===== src/gci_defs.svh =====
`ifndef GCI_DEFS_SVH
`define GCI_DEFS_SVH
// serial word layout, msb first
`define GCI_WORD_W 8
`define GCI_GAIN_W 5
`define GCI_RW_BIT 7
`define GCI_STEP_HI 6
`define GCI_STEP_LO 5
`define GCI_GAIN_MSB 4
`define GCI_LAST_BIT 3'h7
// gain code: 0 is maximum gain, 31 is minimum gain
`define GCI_GAIN_MIN_CODE 5'h1F
`define GCI_GAIN_RST 5'h1F
`define GCI_STEP_RST 2'h0
// idle pin levels: parallel, latched, chip select high, serial clock low
`define GCI_PIN_RST 10'h308
// fast-attack steps in gain codes of 1 dB each
`define GCI_STEP_1DB 5'h01
`define GCI_STEP_2DB 5'h02
`define GCI_STEP_4DB 5'h04
`define GCI_STEP_8DB 5'h08
`endif


===== src/gci_pkg.sv =====
package gci_pkg;
  typedef struct packed {
    logic mode;
    logic latch;
    logic pwr;
    logic perf;
    logic sdio;
    logic b4;
    logic b3;
    logic b2;
    logic b1;
    logic b0;
  } gci_pins_t;

  typedef enum logic [1:0] {
    GCI_SER_WRITE = 2'b01,
    GCI_SER_READ = 2'b10
  } gci_state_t;
endpackage

===== src/gci_gain_control.sv =====
`include "gci_defs.svh"

// Contract
// - mode pin low serial, high parallel
// - bit4 pin doubles as serial clock
// - bit3 pin doubles as chip select
// - bit2 pin doubles as fast attack
// - bits 1 and 0 parallel only
// - data pin bidirectional in serial mode
// - latch low transparent, high latched
// - power-up pin high powers device
// - perf pin low high performance
// - sample serial data on rising clock
// - drive read bit after falling clock
// - release data pin after chip select
// - eight bits: rw, step, gain, msb first
// - read flag shifts next eight out
// - fast attack lowers gain by step
// - transparent follows bits, latched holds
module gci_gain_control (
  input wire logic clock, // 10 MHz system clock
  input wire logic resetn, // async reset, active low
  input wire logic clockEnable, // freezes all state while low
  input wire logic modeSel, // high parallel, low serial
  input wire logic gain_bit4_or_sclk, // gain bit 4 or serial clock
  input wire logic gain_bit3_or_csn, // gain bit 3 or chip select
  input wire logic gain_bit2_or_fast_attack, // gain bit 2 or fast attack
  input wire logic gain_bit1, // gain bit 1
  input wire logic gain_bit0, // gain bit 0
  input wire logic latchSel, // high holds parallel gain
  input wire logic power_up_ctrl, // high powers up
  input wire logic perf_mode_sel, // high selects low power
  input wire logic sdioIn, // serial data pin level
  output logic sdioOut, // serial data driven level
  output logic sdioOe, // high while driving data pin
  output logic [`GCI_GAIN_W-1:0] gainCode, // applied gain code
  output logic serialMode, // serial interface active
  output logic poweredUp, // device powered
  output logic lowPowerMode, // low power operation
  output logic fastAttackActive // fast attack reduction applied
);

  ////////////////////////////////////////////////////////////////////////
  // pin synchronisers

  function automatic logic [`GCI_GAIN_W-1:0] stepOf(input logic [1:0] sel);
    case (sel)
      2'h0: stepOf = `GCI_STEP_1DB;
      2'h1: stepOf = `GCI_STEP_2DB;
      2'h2: stepOf = `GCI_STEP_4DB;
      default: stepOf = `GCI_STEP_8DB;
    endcase
  endfunction

  gci_pkg::gci_pins_t pinRaw;
  gci_pkg::gci_pins_t pinMeta_q;
  gci_pkg::gci_pins_t pinSync_q;
  gci_pkg::gci_pins_t pinPrev_q;

  always_comb begin
    pinRaw.mode = modeSel;
    pinRaw.latch = latchSel;
    pinRaw.pwr = power_up_ctrl;
    pinRaw.perf = perf_mode_sel;
    pinRaw.sdio = sdioIn;
    pinRaw.b4 = gain_bit4_or_sclk;
    pinRaw.b3 = gain_bit3_or_csn;
    pinRaw.b2 = gain_bit2_or_fast_attack;
    pinRaw.b1 = gain_bit1;
    pinRaw.b0 = gain_bit0;
  end

  // meta stage is read only by the sync stage
  always_ff @(posedge clock or negedge resetn) begin
    if (!resetn) begin
      // idle levels, so reset shows no false clock edge or serial glitch
      pinMeta_q <= gci_pkg::gci_pins_t'(`GCI_PIN_RST);
      pinSync_q <= gci_pkg::gci_pins_t'(`GCI_PIN_RST);
      pinPrev_q <= gci_pkg::gci_pins_t'(`GCI_PIN_RST);
    end else if (clockEnable) begin
      pinMeta_q <= pinRaw;
      pinSync_q <= pinMeta_q;
      pinPrev_q <= pinSync_q;
    end
  end

  logic serSel;
  logic csActive;
  logic sclkRise;
  logic sclkFall;
  logic [`GCI_GAIN_W-1:0] parPins;

  always_comb begin
    serSel = !pinSync_q.mode;
    csActive = serSel && !pinSync_q.b3;
    sclkRise = serSel && pinSync_q.b4 && !pinPrev_q.b4;
    sclkFall = serSel && !pinSync_q.b4 && pinPrev_q.b4;
    parPins = {pinSync_q.b4, pinSync_q.b3, pinSync_q.b2,
      pinSync_q.b1, pinSync_q.b0};
  end

  ////////////////////////////////////////////////////////////////////////
  // serial shifter and gain selection

  gci_pkg::gci_state_t state_q, state_d;
  logic [2:0] bitCnt_q, bitCnt_d;
  logic [`GCI_WORD_W-1:0] shiftIn_q, shiftIn_d;
  logic [`GCI_WORD_W-1:0] readShift_q, readShift_d;
  logic [1:0] stepSel_q, stepSel_d;
  logic [`GCI_GAIN_W-1:0] regGain_q, regGain_d;
  logic [`GCI_GAIN_W-1:0] parGain_q, parGain_d;
  logic [`GCI_GAIN_W-1:0] gain_q, gain_d;
  logic sdioOut_q, sdioOut_d;
  logic sdioOe_q, sdioOe_d;
  logic serial_q, serial_d;
  logic power_q, power_d;
  logic lowPwr_q, lowPwr_d;
  logic fa_q, fa_d;
  logic [`GCI_WORD_W-1:0] wordIn;
  logic [`GCI_GAIN_W:0] faSum;

  always_comb begin
    state_d = state_q;
    bitCnt_d = bitCnt_q;
    shiftIn_d = shiftIn_q;
    readShift_d = readShift_q;
    stepSel_d = stepSel_q;
    regGain_d = regGain_q;
    sdioOut_d = sdioOut_q;
    sdioOe_d = sdioOe_q;
    wordIn = {shiftIn_q[`GCI_WORD_W-2:0], pinSync_q.sdio};
    if (!serSel) begin
      state_d = gci_pkg::GCI_SER_WRITE;
      bitCnt_d = 3'h0;
      sdioOe_d = 1'b0;
    end else if (!csActive) begin
      // a frame ends here; a read must finish in the frame that asked
      bitCnt_d = 3'h0;
      sdioOe_d = 1'b0;
      state_d = gci_pkg::GCI_SER_WRITE;
    end else begin
      case (state_q)
        gci_pkg::GCI_SER_WRITE: begin
          if (sclkRise) begin
            shiftIn_d = wordIn;
            bitCnt_d = bitCnt_q + 3'h1;
            if (bitCnt_q == `GCI_LAST_BIT) begin
              if (wordIn[`GCI_RW_BIT]) begin
                state_d = gci_pkg::GCI_SER_READ;
                readShift_d = {1'b0, stepSel_q, regGain_q};
              end else begin
                stepSel_d = wordIn[`GCI_STEP_HI:`GCI_STEP_LO];
                regGain_d = wordIn[`GCI_GAIN_MSB:0];
              end
            end
          end
        end
        gci_pkg::GCI_SER_READ: begin
          if (sclkFall) begin
            sdioOe_d = 1'b1;
            sdioOut_d = readShift_q[`GCI_WORD_W-1];
            readShift_d = {readShift_q[`GCI_WORD_W-2:0], 1'b0};
          end
          if (sclkRise) begin
            bitCnt_d = bitCnt_q + 3'h1;
            if (bitCnt_q == `GCI_LAST_BIT) begin
              state_d = gci_pkg::GCI_SER_WRITE;
              sdioOe_d = 1'b0;
            end
          end
        end
        default: begin
          state_d = gci_pkg::GCI_SER_WRITE;
          bitCnt_d = 3'h0;
          sdioOe_d = 1'b0;
        end
      endcase
    end
  end

  always_comb begin
    parGain_d = parGain_q;
    if (!serSel && !pinSync_q.latch) begin
      parGain_d = parPins;
    end
    // code 0 is max gain, so a reduction adds to the code
    faSum = {1'b0, regGain_q} + {1'b0, stepOf(stepSel_q)};
    fa_d = serSel && pinSync_q.b2;
    if (!serSel) begin
      gain_d = parGain_d;
    end else if (fa_d) begin
      gain_d = faSum[`GCI_GAIN_W] ? `GCI_GAIN_MIN_CODE
        : faSum[`GCI_GAIN_W-1:0];
    end else begin
      gain_d = regGain_q;
    end
    serial_d = serSel;
    power_d = pinSync_q.pwr;
    lowPwr_d = pinSync_q.perf;
  end

  always_ff @(posedge clock or negedge resetn) begin
    if (!resetn) begin
      state_q <= gci_pkg::GCI_SER_WRITE;
      bitCnt_q <= 3'h0;
      shiftIn_q <= 8'h00;
      readShift_q <= 8'h00;
      stepSel_q <= `GCI_STEP_RST;
      regGain_q <= `GCI_GAIN_RST;
      parGain_q <= `GCI_GAIN_RST;
      gain_q <= `GCI_GAIN_RST;
      sdioOut_q <= 1'b0;
      sdioOe_q <= 1'b0;
      serial_q <= 1'b0;
      power_q <= 1'b0;
      lowPwr_q <= 1'b0;
      fa_q <= 1'b0;
    end else if (clockEnable) begin
      state_q <= state_d;
      bitCnt_q <= bitCnt_d;
      shiftIn_q <= shiftIn_d;
      readShift_q <= readShift_d;
      stepSel_q <= stepSel_d;
      regGain_q <= regGain_d;
      parGain_q <= parGain_d;
      gain_q <= gain_d;
      sdioOut_q <= sdioOut_d;
      sdioOe_q <= sdioOe_d;
      serial_q <= serial_d;
      power_q <= power_d;
      lowPwr_q <= lowPwr_d;
      fa_q <= fa_d;
    end
  end

  always_comb begin
    sdioOut = sdioOut_q;
    sdioOe = sdioOe_q;
    gainCode = gain_q;
    serialMode = serial_q;
    poweredUp = power_q;
    lowPowerMode = lowPwr_q;
    fastAttackActive = fa_q;
  end
endmodule


===== config.mk =====
export PLATFORM = sky130hd
export DESIGN_NAME = gci_gain_control
export DESIGN_NICKNAME = d
export VERILOG_FILES = /design/src/gci_pkg.sv /design/src/gci_gain_control.sv
export VERILOG_INCLUDE_DIRS = /design/src
export SDC_FILE = /design/constraint.sdc
export NUM_CORES = 1
export LEC_CHECK = 0
export BUFFER_PORTS_ARGS = -buffer_cell sky130_fd_sc_hd__buf_2
export CAP_MARGIN = 20
export CORE_AREA = 2 2 104 106
export CTS_CLUSTER_DIAMETER = 60
export DETAILED_ROUTE_END_ITERATION = 10
export DIE_AREA = 0 0 106 108
export HOLD_SLACK_MARGIN = 0.15
export PLACE_DENSITY = 0.52
export SYNTH_ARGS = -nofsm -noshare
export SYNTH_HDL_FRONTEND = slang
export SYNTH_SLANG_ARGS = --single-unit

===== constraint.sdc =====
create_clock -name clock -period 2.5 [get_ports clock]
set_input_delay 0.125 -clock clock [delete_from_list [all_inputs] [get_ports clock]]
set_output_delay 0.125 -clock clock [all_outputs]
set_load 0.02 [all_outputs]

# Yosys cells after proc, flatten, opt, wreduce, memory -nomap -nowiden
# Cells that the tools add are included.
# Widths: inputs -> output; s select.
[totals]
out_inout_bits = 11
input_bits = 13
word_cells = 105
regBits = 64
[op_classes]
n_addsub = 2
n_eq_ne = 16
muxes = 28
n_reduce_logical = 22
n_bitwise = 2
[ops]
columns = ["operator", "count"]
rows = [
  ["$mux 8", 4],
  ["$mux 5", 4],
  ["$ne 4x4->1 const B", 5],
  ["$pmux 8 s2", 1],
  ["$mux 2", 7],
  ["$mux 3", 4],
  ["$pmux 4 s3", 1],
  ["$reduce_and 5->1", 2],
  ["$ne 2x2->1 const B", 4],
  ["$reduce_and 8->1", 1],
  ["$logic_and 1x1->1", 7],
  ["$reduce_and 7->1", 1],
  ["$add 5x5->6", 1],
  ["$reduce_and 6->1", 1],
  ["$logic_not 1->1", 5],
  ["$mux 1", 5],
  ["$eq 2x1->1 const B", 2],
  ["$eq 2x2->1 const B", 2],
  ["$ne 4x3->1 const B", 1],
  ["$pmux 2 s2", 1],
  ["$reduce_and 2->1", 2],
  ["$add 3x1->3 const B", 1],
  ["$eq 3x3->1 const B", 1],
  ["$ne 3x3->1 const B", 1],
  ["other kinds (5)", 6],
]

# Depth between registers and ports, before layout
[depth]
word_depth = 9
mapped_depth = 7
mapped_depth_nobuf = 7

# Worst setup path before layout
# Ideal clock, no wire load.
[synth_path]
path_type = "flip-flop to flip-flop"
from = "register stepSel_q[0]"
to = "register gain_q[4] (netlist: gainCode[4])"
path_buffers = 0
t_arrival_ps = 1791
stages_incl_launch_ff = 7
required_ps = 2406
path_slack_ps = 615
setup_ps = 94
period_less_slack_ps = 1885
path_cell_list = "dfrtp_1 nor2b_1 ha_1 a211oi_1 o21ai_0 nor4bb_1 o221ai_1"
[synth_via]
elab_chain_cells = 6
elab_cells_between_ends = 8
classes_between = "add/sub (1); eq/ne (2); mux (4); reduce/logical (1)"
[synth_lines]
columns = ["item", "line", "rtl"]
rows = [
  ["start: declaration", "gci_gain_control.sv:109", "logic [1:0] stepSel_q, stepSel_d;"],
  ["start signal: assignment", "gci_gain_control.sv:208", "stepSel_q <= `GCI_STEP_RST;"],
  ["start signal: assignment", "gci_gain_control.sv:223", "stepSel_q <= stepSel_d;"],
  ["$eq 2x2->1 (tied with other cells)", "gci_gain_control.sv:47", "case (sel)"],
  ["$pmux 4 s3 (*)", "gci_gain_control.sv:47", ""],
  ["$add 5x5->6 (*)", "gci_gain_control.sv:187", "faSum = {1'b0, regGain_q} + {1'b0, stepOf(stepSel_q)};"],
  ["$mux 5 (*)", "gci_gain_control.sv:192", "gain_d = faSum[`GCI_GAIN_W] ? `GCI_GAIN_MIN_CODE"],
  ["$mux 5 (*)", "gci_gain_control.sv:191", "end else if (fa_d) begin"],
  ["$mux 5 (*)", "gci_gain_control.sv:189", "if (!serSel) begin"],
  ["end signal: assignment", "gci_gain_control.sv:211", "gain_q <= `GCI_GAIN_RST;"],
  ["end signal: assignment", "gci_gain_control.sv:226", "gain_q <= gain_d;"],
  ["end: declaration", "gci_gain_control.sv:112", "logic [`GCI_GAIN_W-1:0] gain_q, gain_d;"],
]
# Every way passes the cells marked *; elsewhere a longest branch is shown, timed or not.
# A chain may end at the register's enable or synchronous reset.

# Worst setup path after layout
# Same ends and word-level chain as after synthesis.

==> out/qor.yml <==
final_common_cell: "mux2_2"
synth_area_leaders: "dfrtp_1 35%, dfstp_2 19%, mux2_2 19%"
dieHeight_um: 108
ys.flop_type: "dfrtp_1"
dp_hpwl_um: 3990
ir_worst_vdd_uv: 282
crit_fanout: 6
grt_antenna_before_repair: 0
synth_area_per_cell_um2: 13.3
holdPathStages: 4
diodes: 0
cts_inserted_buffers: 9
finalCriticalPeriod_ns: 2.18
synth_edf_count: 0
seq_area_frac_synth_pct: 53.7
fin_skew_ns: 0.00738
die_area_um2: 11400
drcViolationCount: 0
syn_inst: 229
max_freq_ghz: 0.459
rows: 37
synth_area_um2: 3040
layout_common_cells: "50 x mux2_2, 42 x dfrtp_1, 23 x buf_2, 22 x dfstp_2, 13 x o21ai_0"
fin_tns_setup_ns: 0
cts.sinks: 64
die_w_um: 106
r2r_start: "stepSel_q[0]"
cap_violations: 0
clkTransAtPathRegs_ns: 0.07
hold_start: "clockEnable"
cp_data_arrival_time_ns: 2.43
synthArstFlopShare_pct: 100
synth_cell_types: 43
critPathRequiredTime_ns: 2.75
rsz0062_at_grt: "no"
grt_pass1_vias: 2012
vias_per_cell: 4.67
wl_per_cell_um: 14.1
drt.antenna.violating_nets: 0
cts.path.max_buffers: 2
ys_warn_count: 0
fin_util_pct: 35.2
rr_worst_depth: 6
status: "complete, no violations"
startpoint_type: "flip-flop"
initial_core_util_pct: 29.7
cts_tree: "yes"
ys_seq_elements: 64
synth_area_leader_cell: "dfrtp_1"
setup_violations: 0
netlist.area_leader.share_pct: 34.6
final_nets: 290
slew_viol_final: 0
boundaryPins: 24
core_um2: 10200
grt_start_max_net_pins: 38
wirelength_um: 5770
clk_latency_ns: 0.34
hold_viol: 0
drtPass1Iterations: 4
port_buffers: 23
worst_r2r_endpoint: "gainCode[4]"
crit_type: "flip-flop to flip-flop"
ctsHtreeMaxLevel: 3
num-fill-cells: 1011
syn-num-nets: 251
grtUsageTotal_pct: 11.4
overflow: 0
holdCritPathClass: "input port to flip-flop"
area.growth.synth_to_final_pct: 18.6
endpoint_kind: "flip-flop"
gp_congestion: 0.743
timing.hold.ws_ns: 0.255
root_buffer: "clkbuf_8"
power.leakage_nw: 1.63
holdPathEnd: "state_q[1]"
via_count: 1908
finalCritPeriodShare_pct: 87.2
reg2reg_slack_ns: 0.32
drt_iter0_markers: 102
final_layout_size_suffix_gt1_share_pct: 46.2
tightest_slew_ns: 0.674
grt_pass1_wl_um: 10200
power.density_nw_per_um2: 706
relSlewSlack_pct: 55.0
[synth_stat cells (2+ instances only)]
cell type  number
nor2_1          9
nand3b_1        2
nand3_1         3
mux2_4          7
dfrtp_1        42
o21ai_0        13
a211oi_1        2
mux2_2         50
ha_1            8
or2_2           2
o221ai_1        2
nor3b_1         3
nand2_1         5
a22o_1          2
nor2b_1         4
inv_1           6
mux2i_1         5
dfstp_2        22
nand2b_1        3
a21o_1          2
a21oi_1         8
clkbuf_1        8
[worst max-delay path, stage by stage (launching register included)]
cell and delay, ns:
dfrtp_1 0.42, nor2b_1 0.24, ha_1 0.27, a211oi_1 0.43, o21ai_0 0.28, nor4bb_1 0.32
o221ai_1 0.14
[per-layer routing]
layer / global-route usage, % / up-vias / wire [µm]
li1: - / 910 / -
met1: 15.7 / 955 / 2880
met2: 16.8 / 35 / 2530
met3: 2.77 / 8 / 238
met4: 5.36 / 0 / 124
met5: 0 / - / 0
[kinds of logic after synthesis]
kind of cell | after synthesis | synth area share, %
DFF | 64 | 53.7
muxes | 62 | 23.7
and+or+nand+nor | 41 | 8.45
AOI/OAI and AO/OA | 36 | 7.63
buffers and inverters | 16 | 2.35
adders and majority gates | 9 | 3.96
xor gates and xnor gates | 1 | 0.289
[state kept, by name, summed over array words and instances (netlist names), 2 cells and up]
register / cells
bitCnt_q: 3
gainCode: 5
parGain_q: 5
parPins: 5
pinMeta_q: 10
pinSync_q: 3
readShift_q: 8
regGain_q: 5
shiftIn_q: 7
state_q: 2
stepSel_q: 2
[per-stage QoR]
step	instance area, µm²	power (mW)	cells	setup WS (ns)
after CTS	3600	2.58	409	0.325
final	3600	2.54	409	0.320
after detailed placement	3310	1.76	382	0.350
after global placement	3310	1.74	382	0.435
after global routing	3600	2.70	409	0.138
after floorplan	3040	1.61	229	0.615
[worst max path at each step]
stage / start / to / cells after the start
2_1_floorplan: stepSel_q[0] / gainCode[4] / 6
3_3_place_gp: state_q[0] / stepSel_q[0] / 4
3_5_place_dp: stepSel_q[0] / gainCode[4] / 6
4_1_cts: stepSel_q[0] / gainCode[4] / 6
5_1_grt: stepSel_q[1] / gainCode[4] / 6
6_report: stepSel_q[0] / gainCode[4] / 6
[report_power, final]
| part | switching, mW | total, mW | internal (mW) |
|---|---|---|---|
| Clock | 0.393 | 0.804 | 0.412 |
| Sequential | 0.111 | 1.34 | 1.23 |
| Combinational | 0.188 | 0.392 | 0.205 |
| Total | 0.691 | 2.54 | 1.85 |
[cell type report]
type | count | area (µm²) | area share (%)
Timing Repair Buffer | 38 | 268 | 7.44
Clock inverter | 3 | 17.5 | 0.486
Tap cell | 136 | 170 | 4.73
Sequential cell | 64 | 1630 | 45.2
Inverter | 6 | 22.5 | 0.625
Clock buffer | 13 | 159 | 4.41
Multi-Input combinational cell | 149 | 1340 | 37.1
[timing repair]
item,CTS,global route
resized for setup,0,0
hold buffers,11,0
endpoints found under the hold margin,26,0
buffers inserted,0,0
No activity file was read; power rests on OpenSTA's default activity.
